### src/rtl/tsf_regs.vh
`ifndef TSF_REGS_VH
`define TSF_REGS_VH
// Register indices on the plain port
`define TSF_ADDR_OSC_CONTROL 4'h0
`define TSF_ADDR_OSC_CONTROL_SECOND 4'h1
`define TSF_ADDR_OSC_TUNING 4'h2
`define TSF_ADDR_IRQ_ENABLE_2 4'h3
`define TSF_ADDR_IRQ_FLAG_2 4'h4
`define TSF_ADDR_IRQ_PRIORITY_2 4'h5
`define TSF_ADDR_CORE_IRQ_CONTROL 4'h6
`define TSF_ADDR_CONFIG_1_HIGH 4'h7
`define TSF_ADDR_CONFIG_2_LOW 4'h8
`define TSF_ADDR_CONFIG_3_HIGH 4'h9
`define TSF_ADDR_EVENTS 4'ha
// Field positions
`define TSF_IDLE_BIT 7
`define TSF_IRCF_HI 6
`define TSF_IRCF_LO 4
`define TSF_STARTUP_TIMEOUT_STATUS_BIT 3
`define TSF_SCS_HI 1
`define TSF_SCS_LO 0
`define TSF_FAIL_BIT 7
`define TSF_TWO_SPEED_ENABLE_FUSE_BIT 7
`define TSF_CLOCK_MONITOR_ENABLE_FUSE_BIT 6
`define TSF_PWRTEN_BIT 0
`define TSF_EV_POR_BIT 0
`define TSF_EV_WAKE_BIT 1
`define TSF_EV_SLEEP_BIT 2
// Clock source select codes
`define TSF_SCS_PRIMARY 2'h0
`define TSF_SCS_SECONDARY 2'h1
`define TSF_SCS_INTERNAL 2'h2
// Primary oscillator configuration codes
`define TSF_FOSC_LP 4'h0
`define TSF_FOSC_XT 4'h1
`define TSF_FOSC_HS 4'h2
`define TSF_FOSC_HS_ALT 4'h3
`define TSF_FOSC_RC 4'h7
`define TSF_FOSC_RESISTOR_CAP_IO_MODE 4'h6
`define TSF_FOSC_EC_LO 4'h4
`define TSF_FOSC_INT_A 4'h8
`define TSF_FOSC_INT_B 4'h9
// Timing counts
`define TSF_OST_COUNT 11'h400
`define TSF_SAMPLE_DIV 5'h1f
`define TSF_POWERUP_TIMER_COUNT 16'h0400
`define TSF_SWITCH_EDGES 2'h2
// Reset values
`define TSF_OSC_CONTROL_RST 8'h30
`define TSF_CONFIG_1_HIGH_RST 8'h07
`endif
### src/rtl/tsf_clock_supervisor.v
// Operation
// RULE1 - Two-speed start only with fuse set, select 00 and a crystal mode
// RULE2 - Two-speed start after power-on (after power-up timer) and after wake-up
// RULE3 - During start-up run from internal oscillator at selected frequency
// RULE4 - Start-up timer counts 1024 external clock cycles
// RULE5 - On timer expiry set timeout status then switch glitch-free to external
// RULE6 - Timeout status reads 0 on internal clock, 1 on external clock
// RULE7 - Fail monitor works only with its fuse, in all external modes
// RULE8 - Fail monitor inactive until start-up timer expires
// RULE9 - Sample clock is low-frequency internal oscillator divided by 64
// RULE10 - Detector latch set by external falling edge, cleared by sample rising edge
// RULE11 - Failure when a sample half-cycle passes with no primary low
// RULE12 - On failure switch to internal source and set fail flag
// RULE13 - Interrupt request only when fail flag and its enable are both set
// RULE14 - After failure stay internal, never return automatically
// RULE15 - Fail-safe internal source follows the internal frequency select field
// RULE16 - Reset or select-high toggle clears fail-safe and restarts start-up timer
// RULE17 - While restarted timer runs stay internal; on timeout clear and go external
// RULE18 - Fail flag may be cleared whether or not fail-safe is cleared
// RULE19 - External clock and RC modes skip the start-up timer
// RULE20 - Software should set two-speed fuse when monitoring a crystal mode
// RULE21 - Idle-on-sleep at bit 7 gates CPU clock; select field at bits 1:0
// RULE22 - Three sources: primary, secondary, internal; sleep uses none
// RULE23 - Switch: two old rises, hold low, two new rises, release on new fall
// RULE24 - Select 00 primary, 01 secondary, 10 internal block
// RULE25 - Automatic switches leave the software select field unchanged
// RULE26 - Start-up timer restarts its count from zero on every restart
//
// The register offsets and the strobed register port were chosen for this implementation.
`timescale 1ns/10ps
`default_nettype none
`include "tsf_regs.vh"
module tsf_clock_supervisor (
	input wire clk,
	input wire reset_n,
	input wire [3:0] addr,
	input wire [7:0] wdata,
	input wire wr_en,
	input wire rd_en,
	output reg [7:0] rdata,
	input wire ext_clk,
	input wire lfint_clk,
	input wire sleep_req,
	input wire wake_req,
	input wire secondary_ready,
	output reg [1:0] sys_src,
	output reg sys_clk_hold,
	output reg cpu_clk_en,
	output reg periph_clk_en,
	output reg [2:0] int_freq_sel,
	output reg osc_fail_irq
);
	// Clock sources driven on sys_src
	localparam SRC_PRIMARY = 2'h0;
	localparam SRC_SECONDARY = 2'h1;
	localparam SRC_INTERNAL = 2'h2;
	localparam SRC_NONE = 2'h3;
	// Switch sequencer states
	localparam SW_IDLE = 3'h0;
	localparam SW_OLD_RISE = 3'h1;
	localparam SW_OLD_FALL = 3'h2;
	localparam SW_NEW_RISE = 3'h3;
	localparam SW_NEW_FALL = 3'h4;

	reg [7:0] osc_control_reg;
	reg [7:0] osc_control_second_reg;
	reg [7:0] osc_tuning_reg;
	reg [7:0] irq_enable_2_reg;
	reg [7:0] irq_flag_2_reg;
	reg [7:0] irq_priority_2_reg;
	reg [7:0] core_irq_control_reg;
	reg [7:0] config_1_high_reg;
	reg [7:0] config_2_low_reg;
	reg [7:0] config_3_high_reg;
	reg startup_timeout_status_reg;
	reg fail_safe_reg;
	reg ost_run_reg;
	reg [10:0] ost_cnt_reg;
	reg powerup_timer_run_reg;
	reg [15:0] powerup_timer_cnt_reg;
	reg asleep_reg;
	reg ext_q_reg, lf_q_reg;
	// Counts low-frequency edges for one half-period of the sample clock
	reg [4:0] div_cnt_reg;
	reg sample_clk_reg, sample_q_reg;
	reg latch_reg;
	reg [2:0] sw_state_reg;
	reg [1:0] sw_edges_reg;
	reg [1:0] sw_target_reg;
	reg [1:0] cur_src_reg;

	wire [1:0] scs = osc_control_reg[`TSF_SCS_HI:`TSF_SCS_LO];
	wire [3:0] fosc = config_1_high_reg[3:0];
	wire two_speed_enable_fuse = config_1_high_reg[`TSF_TWO_SPEED_ENABLE_FUSE_BIT];
	wire clock_monitor_enable_fuse = config_1_high_reg[`TSF_CLOCK_MONITOR_ENABLE_FUSE_BIT];

	// Crystal modes need the start-up timer; EC and RC do not
	function is_crystal;
		input [3:0] f;
		begin
			is_crystal = (f == `TSF_FOSC_LP) || (f == `TSF_FOSC_XT) || (f == `TSF_FOSC_HS) ||
				(f == `TSF_FOSC_HS_ALT);
		end
	endfunction

	// Any mode driven from outside the chip, internal block excluded
	function is_external;
		input [3:0] f;
		begin
			is_external = (f != `TSF_FOSC_INT_A) && (f != `TSF_FOSC_INT_B);
		end
	endfunction

	wire crystal = is_crystal(fosc);
	wire two_speed = two_speed_enable_fuse && (scs == `TSF_SCS_PRIMARY) && crystal; // RULE1
	wire ext_fall = ext_q_reg && !ext_clk;
	wire ext_rise = !ext_q_reg && ext_clk;
	wire sample_rise = sample_clk_reg && !sample_q_reg;
	wire sample_fall = !sample_clk_reg && sample_q_reg;
	// Monitor rests while any start-up wait runs, so a slow crystal is never flagged
	wire monitor_on = clock_monitor_enable_fuse && is_external(fosc) && !ost_run_reg && !powerup_timer_run_reg && !asleep_reg; // RULE7 RULE8
	// Judged at the end of the high half: the latch was cleared at the rise, and a
	// primary falling edge in this very cycle still counts as alive
	wire fail_detect = monitor_on && sample_fall && !latch_reg && !ext_fall && !fail_safe_reg; // RULE11
	wire wr_ctl = wr_en && (addr == `TSF_ADDR_OSC_CONTROL);
	// Of control writes, only a change of the high select bit restarts the start-up timer; wake restarts it too
	wire source_select_high_bit_toggle = wr_ctl && (wdata[`TSF_SCS_HI] != osc_control_reg[`TSF_SCS_HI]);
	wire wake = asleep_reg && wake_req;
	// The last falling edge ends the count, so the counter itself stops one short
	wire ost_done = ost_run_reg && ext_fall && (ost_cnt_reg == `TSF_OST_COUNT - 11'h1);

	// Desired source: sleep without idle gives none, then fail-safe forces internal; start-up gives internal with two-speed, else none
	// A secondary source that is not yet running leaves the current source in place
	reg [1:0] want_src;
	always @* begin
		if (asleep_reg && !osc_control_reg[`TSF_IDLE_BIT])
			want_src = SRC_NONE; // RULE22
		else if (fail_safe_reg)
			want_src = SRC_INTERNAL; // RULE12 RULE14 RULE17
		else if (scs == `TSF_SCS_SECONDARY)
			want_src = secondary_ready ? SRC_SECONDARY : cur_src_reg; // RULE24
		else if (scs[1])
			want_src = SRC_INTERNAL; // RULE24
		else if (ost_run_reg || powerup_timer_run_reg)
			want_src = two_speed ? SRC_INTERNAL : SRC_NONE; // RULE3
		else
			want_src = SRC_PRIMARY; // RULE5
	end

	// Sampling of the outside clocks and the sample-clock divider
	always @(posedge clk or negedge reset_n) begin
		if (!reset_n) begin
			ext_q_reg <= 1'b0;
			lf_q_reg <= 1'b0;
			div_cnt_reg <= 5'h0;
			sample_clk_reg <= 1'b0;
			sample_q_reg <= 1'b0;
			latch_reg <= 1'b0;
		end else begin
			ext_q_reg <= ext_clk;
			lf_q_reg <= lfint_clk;
			sample_q_reg <= sample_clk_reg;
			// Toggling every 32 edges gives a sample period of 64 low-frequency cycles
			if (lfint_clk && !lf_q_reg) begin
				div_cnt_reg <= div_cnt_reg + 5'h1;
				if (div_cnt_reg == `TSF_SAMPLE_DIV)
					sample_clk_reg <= !sample_clk_reg; // RULE9
			end
			// Set wins so an edge coinciding with the clear is kept
			if (ext_fall)
				latch_reg <= 1'b1; // RULE10
			else if (sample_rise)
				latch_reg <= 1'b0; // RULE10
		end
	end

	// Power-up timer, start-up timer, sleep state and fail-safe condition
	always @(posedge clk or negedge reset_n) begin
		if (!reset_n) begin
			powerup_timer_run_reg <= 1'b1;
			powerup_timer_cnt_reg <= 16'h0;
			ost_run_reg <= 1'b1;
			ost_cnt_reg <= 11'h0;
			startup_timeout_status_reg <= 1'b0;
			fail_safe_reg <= 1'b0; // RULE16
			asleep_reg <= 1'b0;
		end else begin
			// Power-up timer runs once after reset; with its fuse clear it ends at once
			if (powerup_timer_run_reg) begin
				if (!config_2_low_reg[`TSF_PWRTEN_BIT] || powerup_timer_cnt_reg == `TSF_POWERUP_TIMER_COUNT)
					powerup_timer_run_reg <= 1'b0; // RULE2
				else
					powerup_timer_cnt_reg <= powerup_timer_cnt_reg + 16'h1;
			end
			if (sleep_req && !asleep_reg) begin
				asleep_reg <= 1'b1;
				startup_timeout_status_reg <= 1'b0;
				ost_run_reg <= 1'b0;
			end else if (wake || source_select_high_bit_toggle) begin
				// Always restart; modes without a crystal drop out on the next edge
				asleep_reg <= 1'b0;
				ost_run_reg <= 1'b1; // RULE2 RULE16
				ost_cnt_reg <= 11'h0; // RULE26
				startup_timeout_status_reg <= 1'b0;
			end else if (ost_run_reg && !crystal) begin
				// No start-up wait: the external source is ready at once, and a
				// restart clears the fail-safe condition straight away
				ost_run_reg <= 1'b0; // RULE19
				startup_timeout_status_reg <= 1'b1; // RULE6
				fail_safe_reg <= 1'b0; // RULE16
			end else if (ost_done && !powerup_timer_run_reg) begin
				ost_run_reg <= 1'b0;
				startup_timeout_status_reg <= 1'b1; // RULE4 RULE5
				fail_safe_reg <= 1'b0; // RULE17
			end else if (ost_run_reg && ext_fall && !powerup_timer_run_reg && !ost_done) begin
				ost_cnt_reg <= ost_cnt_reg + 11'h1; // RULE4
			end
			if (fail_detect) begin
				fail_safe_reg <= 1'b1; // RULE12
				startup_timeout_status_reg <= 1'b0;
			end
		end
	end

	// Glitch-free switch: old rises, hold, new rises, release
	always @(posedge clk or negedge reset_n) begin
		if (!reset_n) begin
			sw_state_reg <= SW_IDLE;
			sw_edges_reg <= 2'h0;
			sw_target_reg <= SRC_NONE;
			cur_src_reg <= SRC_NONE;
			sys_src <= SRC_NONE;
			sys_clk_hold <= 1'b0;
		end else begin
			case (sw_state_reg)
			// Leaving no source skips the old-clock phase: there is no old clock to wait for
			SW_IDLE: begin
				if (want_src != cur_src_reg) begin
					sw_target_reg <= want_src;
					sw_edges_reg <= 2'h0;
					sw_state_reg <= (cur_src_reg == SRC_NONE) ? SW_NEW_RISE : SW_OLD_RISE;
				end
			end
			SW_OLD_RISE: begin
				if (sw_edges_reg == `TSF_SWITCH_EDGES) begin
					sw_state_reg <= SW_OLD_FALL; // RULE23
					sw_edges_reg <= 2'h0;
				end else
					sw_edges_reg <= sw_edges_reg + 2'h1;
			end
			SW_OLD_FALL: begin
				sys_clk_hold <= 1'b1; // RULE23
				sw_state_reg <= SW_NEW_RISE;
			end
			SW_NEW_RISE: begin
				if (sw_edges_reg == `TSF_SWITCH_EDGES)
					sw_state_reg <= SW_NEW_FALL; // RULE23
				else
					sw_edges_reg <= sw_edges_reg + 2'h1;
			end
			SW_NEW_FALL: begin
				// Only now does the new source reach the system
				sys_clk_hold <= 1'b0;
				cur_src_reg <= sw_target_reg;
				sys_src <= sw_target_reg;
				sw_state_reg <= SW_IDLE;
			end
			default: sw_state_reg <= SW_IDLE;
			endcase
		end
	end

	// Register writes; automatic switches never touch the select field
	always @(posedge clk or negedge reset_n) begin
		if (!reset_n) begin
			osc_control_reg <= `TSF_OSC_CONTROL_RST;
			osc_control_second_reg <= 8'h00;
			osc_tuning_reg <= 8'h00;
			irq_enable_2_reg <= 8'h00;
			irq_flag_2_reg <= 8'h00;
			irq_priority_2_reg <= 8'h00;
			core_irq_control_reg <= 8'h00;
			config_1_high_reg <= `TSF_CONFIG_1_HIGH_RST;
			config_2_low_reg <= 8'h00;
			config_3_high_reg <= 8'h00;
		end else begin
			if (wr_ctl)
				osc_control_reg <= {wdata[7:4], 1'b0, wdata[2:0]}; // RULE21 RULE25
			if (wr_en && addr == `TSF_ADDR_OSC_CONTROL_SECOND)
				osc_control_second_reg <= wdata;
			if (wr_en && addr == `TSF_ADDR_OSC_TUNING)
				osc_tuning_reg <= wdata;
			if (wr_en && addr == `TSF_ADDR_IRQ_ENABLE_2)
				irq_enable_2_reg <= wdata;
			if (wr_en && addr == `TSF_ADDR_IRQ_PRIORITY_2)
				irq_priority_2_reg <= wdata;
			if (wr_en && addr == `TSF_ADDR_CORE_IRQ_CONTROL)
				core_irq_control_reg <= wdata;
			if (wr_en && addr == `TSF_ADDR_CONFIG_1_HIGH)
				config_1_high_reg <= wdata;
			if (wr_en && addr == `TSF_ADDR_CONFIG_2_LOW)
				config_2_low_reg <= wdata;
			if (wr_en && addr == `TSF_ADDR_CONFIG_3_HIGH)
				config_3_high_reg <= wdata;
			// Flag clear is independent of fail-safe; a new failure wins
			if (wr_en && addr == `TSF_ADDR_IRQ_FLAG_2)
				irq_flag_2_reg <= wdata; // RULE18
			if (fail_detect)
				irq_flag_2_reg[`TSF_FAIL_BIT] <= 1'b1; // RULE12
		end
	end

	// Outputs and read data, all registered
	always @(posedge clk or negedge reset_n) begin
		if (!reset_n) begin
			rdata <= 8'h00;
			cpu_clk_en <= 1'b0;
			periph_clk_en <= 1'b0;
			int_freq_sel <= 3'h0;
			osc_fail_irq <= 1'b0;
		end else begin
			cpu_clk_en <= !asleep_reg && sys_src != SRC_NONE; // RULE21
			periph_clk_en <= (!asleep_reg || osc_control_reg[`TSF_IDLE_BIT]) && sys_src != SRC_NONE;
			int_freq_sel <= osc_control_reg[`TSF_IRCF_HI:`TSF_IRCF_LO]; // RULE3 RULE15
			// Level request: drops as soon as either the flag or the enable is cleared
			osc_fail_irq <= irq_flag_2_reg[`TSF_FAIL_BIT] && irq_enable_2_reg[`TSF_FAIL_BIT]; // RULE13
			// Read data stands for one cycle only
			rdata <= 8'h00;
			if (rd_en) begin
				case (addr)
				`TSF_ADDR_OSC_CONTROL: rdata <= {osc_control_reg[7:4], startup_timeout_status_reg, osc_control_reg[2:0]}; // RULE6
				`TSF_ADDR_OSC_CONTROL_SECOND: rdata <= osc_control_second_reg;
				`TSF_ADDR_OSC_TUNING: rdata <= osc_tuning_reg;
				`TSF_ADDR_IRQ_ENABLE_2: rdata <= irq_enable_2_reg;
				`TSF_ADDR_IRQ_FLAG_2: rdata <= irq_flag_2_reg;
				`TSF_ADDR_IRQ_PRIORITY_2: rdata <= irq_priority_2_reg;
				`TSF_ADDR_CORE_IRQ_CONTROL: rdata <= core_irq_control_reg;
				`TSF_ADDR_CONFIG_1_HIGH: rdata <= config_1_high_reg;
				`TSF_ADDR_CONFIG_2_LOW: rdata <= config_2_low_reg;
				`TSF_ADDR_CONFIG_3_HIGH: rdata <= config_3_high_reg;
				`TSF_ADDR_EVENTS: rdata <= {5'h0, fail_safe_reg, asleep_reg, ost_run_reg};
				default: rdata <= 8'h00;
				endcase
			end
		end
	end
endmodule
`default_nettype wire

### config.mk
export PLATFORM = sky130hd
export DESIGN_NAME = tsf_clock_supervisor
export DESIGN_NICKNAME = d
export VERILOG_FILES = /design/src/rtl/tsf_clock_supervisor.v
export VERILOG_INCLUDE_DIRS = /design/src /design/src/rtl
export SDC_FILE = /design/constraint.sdc
export NUM_CORES = 1
export LEC_CHECK = 0
export BUFFER_PORTS_ARGS = -buffer_cell sky130_fd_sc_hd__clkbuf_2
export CAP_MARGIN = 25
export CORE_MARGIN = 2
export CORE_UTILIZATION = 60
export CTS_CLUSTER_DIAMETER = 50
export DETAILED_ROUTE_END_ITERATION = 8
export PLACE_DENSITY = 0.78
export REMOVE_ABC_BUFFERS = 1
export SLEW_MARGIN = 20
export SYNTH_ARGS = -nofsm -noshare
export SYNTH_HDL_FRONTEND = slang
export SYNTH_SLANG_ARGS = --single-unit
### constraint.sdc
create_clock -name clk -period 5 [get_ports clk]
set_clock_uncertainty 0.05 [all_clocks]
set_input_delay 0.75 -clock clk [delete_from_list [all_inputs] [get_ports clk]]
set_output_delay 0.75 -clock clk [all_outputs]
set_load 0.01 [all_outputs]
Yosys cells after proc, flatten, opt, wreduce, memory -nomap -nowiden
Cells that the tools add are included.
- register bits: 145
- input bits: 21
- RAM bits: 0
- memories kept: 0
- logic and storage cells: 198
- output and inout port bits: 17
- memory bits (read-only): 0
- bits in latches: 0
- $add $sub $neg: 4
- divide/modulo/power cells: 0
- mux-type cells: 43
- order comparisons: 0
- bitwise gates (word level): 2
- reduce and logical (&&, ||, !) cells: 79
- shift-type cells: 0
- $mul: 0
- equality and inequality tests: 36
- operators with widths (kind ; number):
    8-bit case mux with 11 select lines ; 1
    11-bit 2-to-1 mux ; 4
    1-bit logical AND ; 38
    1-bit 2-to-1 mux ; 20
    2-bit 2-to-1 mux ; 10
    2-bit inequality test (second input constant) ; 9
    16-bit by 1-bit adder with 16-bit output (second input constant) ; 1
    16-bit by 11-bit equality test with 1-bit output (second input constant) ; 1
    4-bit by 2-bit equality test with 1-bit output (second input constant) ; 4
    4-bit by 3-bit equality test with 1-bit output (second input constant) ; 4
    8-bit 2-to-1 mux ; 2
    1-bit zero test ; 14
    4-bit equality test (second input constant) ; 3
    3-bit case mux with 4 select lines ; 1
    11-bit by 1-bit adder with 11-bit output (second input constant) ; 1
    11-bit by 10-bit equality test with 1-bit output (second input constant) ; 1
    2-bit nonzero test ; 5
    3-bit 2-to-1 mux ; 3
    3-bit AND reduction ; 3
    4-bit by 1-bit equality test with 1-bit output (second input constant) ; 2
    4-bit zero test ; 2
    4-bit inequality test (second input constant) ; 2
    1-bit logical OR ; 7
    3-bit by 2-bit equality test with 1-bit output (second input constant) ; 2
    other kinds (19) ; 24

Logic depth before layout (Yosys ltp)
Gate-level depths: netlist (run 1).
- word-level depth: 14
- mapped depth: 9
- depth with buffers taken out: 7

Worst setup path after synthesis (run 1)
Ideal clock, no wire load.
- path type: input -> register
- start point: in addr[3]
- end point: reg ost_cnt_reg[3]
- slack: 2605 ps
- data required time: 4872 ps
- setup time: 78 ps
- stages on the path: 7
- data arrival time: 2267 ps
- path buffers: 2
- cell sequence: buf_2 > nor3b_4 > a41o_1 > a32oi_1 > buf_2 > or4_1 > a21oi_1
- word-level cells in the longest chain between the ends: 6
- elaborated cells between the ends (all ways): 9
- those cells by class: eq/ne: 2; mux: 1; reduce/logical: 6
- ends and longest elaborated chain (what ; RTL line ; RTL):
    start, declared ; tsf_clock_supervisor.v:36 ; input wire [3:0] addr,
    4-bit zero test (*) ; -- ;
    1-bit logical AND (*) ; tsf_clock_supervisor.v:125 ; wire wr_ctl = wr_en && (addr == `TSF_ADDR_OSC_CONTROL);
    1-bit logical AND (*) ; tsf_clock_supervisor.v:127 ; wire source_select_high_bit_toggle = wr_ctl && (wdata[`TSF_SCS_HI] != osc_control_reg[`TSF_SCS_HI]);
    1-bit logical OR (*) ; tsf_clock_supervisor.v:199 ; end else if (wake || source_select_high_bit_toggle) begin
    2-bit inequality test (no source line) or 2-bit nonzero test (tied branches) ; -- ;
    4-bit AND reduction (no source line) ; -- ;
    end signal, assigned ; tsf_clock_supervisor.v:216 ; ost_cnt_reg <= ost_cnt_reg + 11'h1;
    end, declared ; tsf_clock_supervisor.v:78 ; reg [10:0] ost_cnt_reg;
Mark *: on every way between the ends. The rest lies on a longest branch, timed or not.
A chain may end at the register's enable or synchronous reset.

Final worst setup path (run 1)
- start point: in addr[3]
- end point: reg irq_flag_2_reg[4]
- word-level cells in the longest chain between the ends: 2
- ends and longest elaborated chain (what ; RTL line ; RTL):
    4-bit by 3-bit equality test with 1-bit output ; -- ;
    1-bit logical AND (no source line) ; -- ;
    end signal, assigned ; tsf_clock_supervisor.v:307 ; irq_flag_2_reg <= wdata;
    end, declared ; tsf_clock_supervisor.v:69 ; reg [7:0] irq_flag_2_reg;
Every way passes these cells.

==> flow_metrics.py, run 1 <==
metrics = {
    "logic_synthesis": {
        "synthArstFlopShare_pct": 100.0,
        "synth_edf_count": 0,
        "netlist_top_cells_area": "dfrtp_1 47%, mux2_2 13%, dfstp_2 4.1%",
        "ys.flop_type": "dfrtp_1",
        "syn_area_per_cell_sq_um": 11.42,
        "synth_top_cells_by_count": "134 x dfrtp_1, 83 x mux2_2, 34 x nand2_1",
        "synth_cells": 621,
        "yosys.area.top_type_share_pct": 47.30,
        "synth-seq-cells": 145,
        "yosysMostFrequentCell": "dfrtp_1",
        "yosysTopAreaCell": "dfrtp_1",
        "synth_cell_types": 72,
        "synthesis.area_sq_mm": 0.007089,
        "ys_seq_area_share_pct": 51.38,
        "ys_warn_count": 0,
    },
    "final_layout": {
        "antennaDiodeCount": 0,
        "largest_reg_flops": 16,
        "fin_util_pct": 69.20,
        "layout.cells.non_filler": 799,
        "syn_to_final_growth_pct": 11.93,
        "drive_above_1_share_pct": 27.44,
        "nNetsFinal": 672,
    },
    "placement": {
        "post-dp-hpwl_um": 10530,
        "dp_cells": 767,
        "portBuffers": 37,
        "gp_congestion": 0.8597,
    },
    "floorplan": {
        "chipWidth_um": 112.7,
        "core_area_sq_mm": 0.01147,
        "die_h_um": 112.7,
        "fp-row-count": 39,
        "io_pins": 38,
        "dieArea_sq_mm": 0.01270,
        "start_util_pct": 61.82,
    },
    "timing": {
        "worst_pin_slew_ns": 0.9542,
        "fin_crit_sh_pct": 61.71,
        "drv_slew": 0,
        "rsz0062_at_grt": "no",
        "max_slew_margin_pct": 36.39,
        "setup_tns_ns": 0,
        "final_hold_viol_count": 0,
        "period_minus_slack_ns": 3.085,
        "fmax_mhz": 324.1,
        "setup_viol": 0,
    },
    "routing": {
        "wl_per_cell_um": 20.11,
        "drtIter0Drc": 420,
        "vias": 5094,
        "avgViaCountPerCell": 6.375,
        "wl_um": 16070,
        "ant_nets": 0,
        "first_pass_iters": 5,
        "drc_errors": 0,
    },
    "power_and_ir_drop": {
        "vdd_ir_drop_max_mv": 0.4113,
        "p_leak_nw": 3.474,
        "cellPowerDensity_mw_per_mm2": 463.0,
    },
    "clocking": {
        "htreeDepth": 4,
        "clk_pin_slew_worst_paths_ns": 0.06,
        "cts_buffer_depth": 2,
        "cts_setup_buffers": 0,
        "cts_made_buffers": 17,
        "root_buffer": "clkbuf_16",
        "cts_hold_buf": 0,
        "cts_tree": "done",
        "cts-resized-gates": 0,
        "clock-sinks": 145,
        "clkLatencyLatePin_ns": 0.43,
    },
    "worst_setup_path": {
        "slowest_delay_ns": 0.81,
        "reg2regPathDepth": 6,
        "worstPathMaxFanout": 26,
        "start_kind": "primary input",
        "crit_path_start": "addr[3]",
        "end_kind": "register",
        "timing.rr.start": "ost_cnt_reg[0]",
        "worst_ep_arrival_time_ns": 3.34,
        "crit_chain": "clkbuf_2 > nor2b_1 > nand2_1 > nor2_1 > mux2_2",
        "critical-path-slowest-cell": "nor2b_1",
        "crit_required_ns": 5.26,
        "criticalPathCategory": "in2reg",
    },
    "global_route": {
        "grt_max_degree": 117,
        "first_global_vias": 5257,
        "antenna_found_initial": 0,
        "grt_use_total_pct": 27.34,
        "overflow": 0,
        "grt_pass1_wl_um": 27060,
    },
    "flow_run": {
        "maxCapViolCount": 0,
    },
    "outcome": {
        "status": "finished clean",
    },
    "min_path": {
        "hold_class": "in2async",
    },
}
[worst paths after layout]
kind | endpoint | slack, ns
max | irq_flag_2_reg[4] | 1.91
min | powerup_timer_cnt_reg[5] | 0.36
max reg2reg | ost_cnt_reg[3] | 2.59
min reg2reg | int_freq_sel[0] | 0.37
max in group asynchronous | sample_q_reg | 3.48
min in group clk | int_freq_sel[0] | 0.37
[cell usage in the layout (no fill, tap or decap), types with 6 or more instances in the layout]
cell type	count
nand3_1	18
o21ai_0	15
clkbuf_2	36
ha_1	8
xnor2_1	14
clkbuf_16	17
o31ai_1	11
a21oi_1	29
xor2_1	6
nor3_1	16
nand2b_1	9
nand4_1	7
mux2i_1	22
inv_1	20
mux2_2	83
or4_1	9
nand2_1	34
nor2_1	29
nor2b_1	12
a32oi_1	7
and3_1	8
dfstp_2	11
dfrtp_1	134
[through the flow]
step | instance area [sq um] | setup WS, ns | total power [W] | hold WS, ns
3_3_place_gp | 7301 | 1.683 | 0.002273 | 0.3494
5_1_grt | 7935 | 1.746 | 0.003852 | 0.3766
3_5_place_dp | 7301 | 1.599 | 0.002325 | 0.3576
6_report | 7935 | 1.915 | 0.003674 | 0.3583
2_1_floorplan | 6900 | 2.524 | 0.002078 | 0.3181
4_1_cts | 7933 | 2.037 | 0.003684 | 0.3651
[worst max-delay path: cells and delay by family]
| kind | cells | cell delay, ns |
|---|---|---|
| simple gates | 3 | 1.79 |
| mux | 1 | 0.42 |
| buf+inv | 1 | 0.38 |
[logic make-up (layout without fill, tap and decap cells)]
group / Yosys count / after routing / share of synthesized area [%]
fa+ha+maj: 8 / 8 / 1.412
compound gates: 107 / 107 / 10.47
simple gates: 177 / 177 / 13.94
buf+inv: 58 / 93 / 3.724
flops: 145 / 145 / 51.38
xor+xnor: 20 / 20 / 2.471
mux: 106 / 106 / 16.61
[area by class of cell]
type	instances	area [sq um]
Tap cell	143	178.9
Clock inverter	15	206.4
Multi-Input combinational cell	418	3183
Sequential cell	145	3642
Fill cell	818	3532
Inverter	20	75.07
Clock buffer	17	425.4
Timing Repair Buffer	41	224.0
[routing by layer]
| metal | vias up | global-route usage, % | routed length [um] | share of wire [%] |
|---|---|---|---|---|
| met2 | 194 | 44.23 | 7963 | 50 |
| met3 | 37 | 5.892 | 938 | 5.8 |
| li1 | 2306 | - | - | - |
| met1 | 2557 | 36.54 | 6864 | 43 |
| met5 | - | 0 | 0 | 0 |
| met4 | 0 | 10.57 | 302 | 1.9 |
[where the power goes]
part	switching [W]	internal, W	leakage (nW)	total, W
combinational	0.000339	0.000340	1.37	0.000679
sequential	0.000206	0.00143	1.81	0.00164
clock	0.000515	0.000839	0.293	0.00135
No activity file was read; power rests on OpenSTA's default activity.
==> run 2, diff against run 1 <==
clock period = 3.05 ns   (was 5 ns; I/O delays follow)
==> run 2 against run 1 <==
Global-route usage increased by 0.50 points; cell area is 0.87% higher; clock power rose by 53%; sequential power is 63% higher; non-clock buffer count up 14; register-to-register slack worse by 2.0 ns; critical path depth grew 1; worst setup slack got worse by 1.3 ns; flip-flop and latch count stayed put; utilization grew 0.60 points.
==> flow_metrics.py, run 2 (same netlist as run 1, synthesis figures left out) <==
metrics = {
    "power_and_ir_drop": {
        "internal_power_w": 0.004182,
        "cellPowerDensity_mw_per_mm2": 734.6,
        "netSwitchingFraction_pct": 28.87,
        "p_leak_nw": 3.542,
        "power_frac_seq_pct": 45.6,
        "comb_power_share_pct": 19.5,
        "vdd_ir_drop_max_mv": 0.6451,
        "p_total_w": 0.005879,
        "clkPwrFrac_pct": 35.0,
        "switchingPower_w": 0.001698,
    },
    "timing": {
        "fmax_mhz": 410.9,
        "hold_ws_ns": 0.08924,
        "setup_viol": 0,
        "drv_slew": 0,
        "rsz0062_at_grt": "no",
        "setup_tns_ns": 0,
        "worst_pin_slew_ns": 0.6442,
        "final_hold_viol_count": 0,
        "period_minus_slack_ns": 2.434,
        "fin_crit_sh_pct": 79.79,
        "max_slew_margin_pct": 57.05,
    },
    "final_layout": {
        "syn_to_final_growth_pct": 12.90,
        "final_common_cell": "dfrtp_1",
        "antennaDiodeCount": 0,
        "drive_above_1_share_pct": 28.51,
        "fill_cells": 824,
        "nNetsFinal": 686,
        "multi_input_area_sq_mm": 0.003183,
        "layout.cells.non_filler": 813,
        "largest_reg_flops": 16,
        "final_cell_mix": "134 x dfrtp_1, 83 x mux2_2, 36 x clkbuf_2, 34 x nand2_1",
        "seq_area_sq_mm": 0.003642,
    },
    "routing": {
        "wl_um": 16560,
        "first_pass_iters": 5,
        "drc_errors": 0,
        "drtIter0Drc": 405,
        "avgViaCountPerCell": 6.364,
        "ant_nets": 0,
        "wl_per_cell_um": 20.37,
        "vias": 5174,
    },
    "floorplan": {
        "start_util_pct": 61.82,
        "core_area_sq_mm": 0.01147,
        "io_pins": 38,
        "chipWidth_um": 112.7,
        "die_h_um": 112.7,
        "fp-row-count": 39,
        "dieArea_sq_mm": 0.01270,
    },
    "worst_setup_path": {
        "crit_required_ns": 3.35,
        "start_kind": "register",
        "r2r-end": "ost_cnt_reg[8]",
        "end_kind": "register",
        "crit_path_start": "ost_cnt_reg[0]",
        "reg2regPathDepth": 6,
        "worstPathMaxFanout": 21,
        "worst_ep_arrival_time_ns": 2.74,
        "criticalPathCategory": "reg2reg",
        "cp-endpoint": "ost_cnt_reg[8]",
        "timing.rr.start": "ost_cnt_reg[0]",
        "r2r_slack_ns": 0.62,
    },
    "global_route": {
        "grt_pass1_wl_um": 27340,
        "overflow": 0,
        "grt_max_degree": 65,
        "first_global_vias": 5370,
        "antenna_found_initial": 0,
        "grt_use_total_pct": 27.84,
    },
    "flow_run": {
        "maxCapViolCount": 0,
    },
    "clocking": {
        "root_buffer": "clkbuf_16",
        "htreeDepth": 4,
        "clock-sinks": 145,
        "cts_buffer_depth": 2,
        "cts_made_buffers": 17,
        "clkLatencyLatePin_ns": 0.43,
        "cts_tree": "done",
        "clk_pin_slew_worst_paths_ns": 0.06,
    },
    "min_path": {
        "hold_path_depth": 1,
        "hold_class": "in2reg",
    },
    "placement": {
        "portBuffers": 37,
        "post-dp-hpwl_um": 11140,
        "dp_cells": 780,
        "gp_congestion": 0.8724,
    },
    "outcome": {
        "status": "finished clean",
    },
}
-- run 2: cell types whose count changed in the layout (fill, tap and decap cells not counted), sizes merged --
cell / before / now
buf: 4 / 18
bufinv: 4 / 2
clkbuf: 54 / 58
clkinv: 3 / 6
clkinvlp: 5 / 2
dlygate4sd3: 0 / 1
inv: 23 / 20
-- run 2: area by class of cell --
cell class              instances  area share (%)
flip-flops and latches        145           45.51
multi-input cells             418           39.77
clock buffers                  22           5.925
repair buffers                 55           4.268
well taps                     143           2.235
clock inverters                10           1.360
inverters                      20          0.9379
-- run 2: worst min path at each step --
stage,start,endpoint,slack (ns)
2_1_floorplan,reset_n,asleep_reg,0.11
3_3_place_gp,osc_control_reg[6],int_freq_sel[2],0.34
3_5_place_dp,osc_control_reg[6],int_freq_sel[2],0.34
4_1_cts,lfint_clk,lf_q_reg,0.08
5_1_grt,lfint_clk,lf_q_reg,0.09
6_report,lfint_clk,lf_q_reg,0.09
-- run 2: stage by stage --
step | utilization [%] | worst slack, ns | instance area, sq um
floorplan | - | 0.8666 | 6900
global placement | 64.63 | 0.5787 | 7411
detailed placement | 64.63 | 0.4209 | 7411
CTS | 69.80 | 0.6309 | 8004
global route | 69.80 | 0.4593 | 8004
finish | 69.80 | 0.6165 | 8004
-- run 2: repair_timing --
action | CTS | global route
resized for setup | 0 | 0
endpoints found under the setup margin | 0 | 0
hold buffers | 1 | 0
setup buffers | 0 | 0
endpoints found under the hold margin | 29 | 0
-- run 2: per-layer routing --
metal	global-route usage, %	part of all wire [%]
met3	6.481	5.2
met4	13.33	2.7
met2	44.59	49
met1	36.14	43
met5	0	0
-- run 2: power by group through the flow --
stage	clock (W)	combinational, W	sequential (W)
floorplan	0	0.000794	0.00261
global placement	0	0.00106	0.00267
detailed placement	0	0.00113	0.00270
CTS	0.00207	0.00114	0.00267
global route	0.00216	0.00126	0.00273
finish	0.00206	0.00114	0.00268
-- run 2: worst max-delay path, cell delays in order (launching register included) --
cell     delay [ns]
dfrtp_1        0.42
ha_1           0.27
and3_1         0.26
and4_1         0.23
o21a_1         0.39
or4_1          0.55
a21oi_1        0.17
==> run 3, diff against run 2 <==
ABC_AREA = 1   (was not set)
CORE_UTILIZATION = 55   (was 60)
PLACE_DENSITY = 0.76   (was 0.78)
clock period = 2.1 ns   (was 3.05 ns; I/O delays follow)
==> run 3 against run 2 <==
Critical path depth up 5; flip-flop and latch count is the same; largest power group unchanged; die area grew 5.9%; count of clock-buffer cells in the layout grew 1; via count increased by 12%; worst hold slack better by 0.032 ns; cell area fell by 1.1%; global-route usage shrank 1.4 points.
==> flow_metrics.py, run 3 <==
metrics = {
    "outcome": {
        "status": "finished clean",
    },
    "global_route": {
        "first_global_vias": 5724,
        "grt_max_degree": 59,
        "antenna_found_initial": 0,
        "overflow": 0,
        "grt_use_total_pct": 26.39,
        "grt_pass1_wl_um": 27400,
    },
    "logic_synthesis": {
        "synth_edf_count": 0,
        "synth-simple-area-share_pct": 25.03,
        "yosysMostFrequentCell": "nand2_1",
        "synth-xor-area-share_pct": 2.668,
        "syn_area_per_cell_sq_um": 8.459,
        "synth-seq-cells": 145,
        "synth.area.mux_share_pct": 0,
        "ys_seq_area_share_pct": 52.83,
        "synthesis.area_sq_mm": 0.006894,
        "synthArstFlopShare_pct": 100.0,
        "yosys.area.top_type_share_pct": 48.64,
        "netlist_top_cells_area": "dfrtp_1 49%, nand2_1 14%, o21ai_0 7.0%",
        "yosysTopAreaCell": "dfrtp_1",
        "synth_adder_area_share_pct": 1.452,
        "synth_top_cells_by_count": "253 x nand2_1, 134 x dfrtp_1, 97 x o21ai_0",
        "ys_warn_count": 0,
        "synth_cell_types": 42,
        "synth_top_family_by_area": "simple AND/OR/NAND/NOR gates",
        "ys.flop_type": "dfrtp_1",
        "synth_cells": 815,
        "synth_compound_area_share_pct": 11.71,
    },
    "timing": {
        "setup_slack_ns": 0.2100,
        "final_hold_viol_count": 0,
        "rsz0062_at_grt": "no",
        "setup_tns_ns": 0,
        "period_minus_slack_ns": 1.890,
        "drv_slew": 0,
        "worst_pin_slew_ns": 0.6447,
        "hold_ws_ns": 0.1215,
        "setup_viol": 0,
        "max_slew_margin_pct": 56.91,
        "fin_crit_sh_pct": 90.00,
        "fmax_mhz": 529.1,
    },
    "final_layout": {
        "syn_to_final_growth_pct": 14.79,
        "largest_reg_flops": 16,
        "fill_cells": 980,
        "nNetsFinal": 899,
        "drive_above_1_share_pct": 15.74,
        "final_common_cell": "nand2_1",
        "finish.instance_area_sq_mm": 0.007914,
        "final_cell_mix": "253 x nand2_1, 134 x dfrtp_1, 97 x o21ai_0, 81 x inv_1, 54 x nor2_1",
        "antennaDiodeCount": 0,
    },
    "floorplan": {
        "die_h_um": 116.0,
        "dieArea_sq_mm": 0.01345,
        "fp-row-count": 40,
        "start_util_pct": 56.92,
        "core_area_sq_mm": 0.01211,
        "io_pins": 38,
        "chipWidth_um": 116.0,
    },
    "clocking": {
        "htreeDepth": 4,
        "cts_buffer_depth": 2,
        "clk_pin_slew_worst_paths_ns": 0.06,
        "root_buffer": "clkbuf_16",
        "clock-sinks": 145,
        "cts_made_buffers": 17,
        "clkLatencyLatePin_ns": 0.42,
        "cts_tree": "done",
        "cts_setup_buffers": 0,
    },
    "routing": {
        "wl_um": 16350,
        "drtIter0Drc": 598,
        "avgViaCountPerCell": 5.518,
        "vias": 5799,
        "wl_per_cell_um": 15.55,
        "ant_nets": 0,
        "first_pass_iters": 7,
        "drc_errors": 0,
    },
    "power_and_ir_drop": {
        "switchingPower_w": 0.002663,
        "cellPowerDensity_mw_per_mm2": 1071,
        "comb_power_share_pct": 20.3,
        "p_leak_nw": 3.890,
        "vdd_ir_drop_max_mv": 0.5567,
        "clkPwrFrac_pct": 34.5,
        "internal_power_w": 0.005813,
        "netSwitchingFraction_pct": 31.42,
        "power_frac_seq_pct": 45.2,
    },
    "worst_setup_path": {
        "end_kind": "register",
        "crit_required_ns": 2.40,
        "criticalPathCategory": "reg2reg",
        "worst_ep_arrival_time_ns": 2.19,
        "crit_path_start": "ost_cnt_reg[1]",
        "timing.rr.start": "ost_cnt_reg[1]",
        "start_kind": "register",
        "r2r_slack_ns": 0.21,
        "worstPathMaxFanout": 22,
    },
    "placement": {
        "gp_congestion": 0.8876,
        "portBuffers": 37,
        "dp_slack_ns": 0.1499,
        "placed_cell_area_sq_mm": 0.007297,
        "post-dp-hpwl_um": 11280,
    },
    "min_path": {
        "hold_path.startpoint": "wdata[1]",
        "hold_class": "in2reg",
    },
    "flow_run": {
        "maxCapViolCount": 0,
    },
}
-- run 3: cell types whose count changed in the layout (fill, tap and decap cells not counted), moves of 11 or more --
cell and change:
nand2_1 +219, mux2_2 -83, o21ai_0 +82, inv_1 +61
nor2_1 +25, mux2i_1 -22, a21oi_1 -19, nand3_1 +15
nor2b_1 -12, o21ai_2 +12, nand2_2 +11
-- run 3: path summary, 6_finish.rpt --
path / end / cells after the start
min in group asynchronous: irq_priority_2_reg[1] / 2
setup / recovery: ost_cnt_reg[6] / 11
hold / removal: osc_control_reg[1] / 3
hold reg to reg: sample_q_reg / 0
max in group asynchronous: osc_control_reg[4] / 3
setup reg to reg: ost_cnt_reg[6] / 11
-- run 3: per-layer routing --
layer / part of all wire [%] / global-route usage, % / wire (um)
met5: 0 / 0 / 0
met3: 7.0 / 8.159 / 1152
met2: 48 / 42.85 / 7870
met1: 43 / 34.23 / 7037
met4: 1.7 / 8.175 / 285
-- run 3: critical path, stage by stage, from the launching register on --
cell     delay [ns]
dfrtp_1        0.40
ha_1           0.28
nand3_2        0.15
nor2_4         0.13
nand2_2        0.09
nor2_4         0.09
nand3_1        0.08
nand2_1        0.08
o21ai_2        0.10
nand2_8        0.21
nand2_1        0.09
o21ai_2        0.06
-- run 3: per-stage QoR --
step	utilization [%]	total power [W]	std cells
6_report	65.34	0.008476	1051
5_1_grt	65.34	0.008938	1051
4_1_cts	65.27	0.008449	1051
3_5_place_dp	60.25	0.005528	1016
3_3_place_gp	60.25	0.005399	1016
2_1_floorplan	-	0.004937	800
-- run 3: kinds of logic (layout without fill, tap and decap cells) --
| logic type | after synthesis | after routing |
|---|---|---|
| AOI/OAI and AO/OA | 140 | 140 |
| xor gates and xnor gates | 21 | 21 |
| adders and majority gates | 8 | 8 |
| buffers and inverters | 106 | 174 |
| DFF | 145 | 145 |
| and+or+nand+nor | 395 | 395 |
-- run 3: area by class of cell --
class | instances | area (sq um) | area share (%)
clock inverters | 9 | 80.08 | 1.012
inverters | 91 | 341.6 | 4.316
well taps | 168 | 210.2 | 2.656
repair buffers | 51 | 316.6 | 4.000
multi-input cells | 564 | 2825 | 35.70
clock buffers | 23 | 498.0 | 6.292
flip-flops and latches | 145 | 3642 | 46.02
-- run 3: power by group through the flow --
| stage | combinational, W | sequential (W) | clock, W |
|---|---|---|---|
| after global placement | 0.00157 | 0.00383 | 0 |
| after detailed placement | 0.00167 | 0.00386 | 0 |
| final | 0.00172 | 0.00383 | 0.00293 |
| after global routing | 0.00194 | 0.00390 | 0.00309 |
| after CTS | 0.00169 | 0.00382 | 0.00293 |
| after floorplan | 0.00114 | 0.00379 | 0 |
-- run 3: repair_timing --
action | CTS | global route
setup endpoints to repair | 0 | 5
hold endpoints to repair | 41 | 0
resized for setup | 0 | 1
hold buffers | 3 | 0
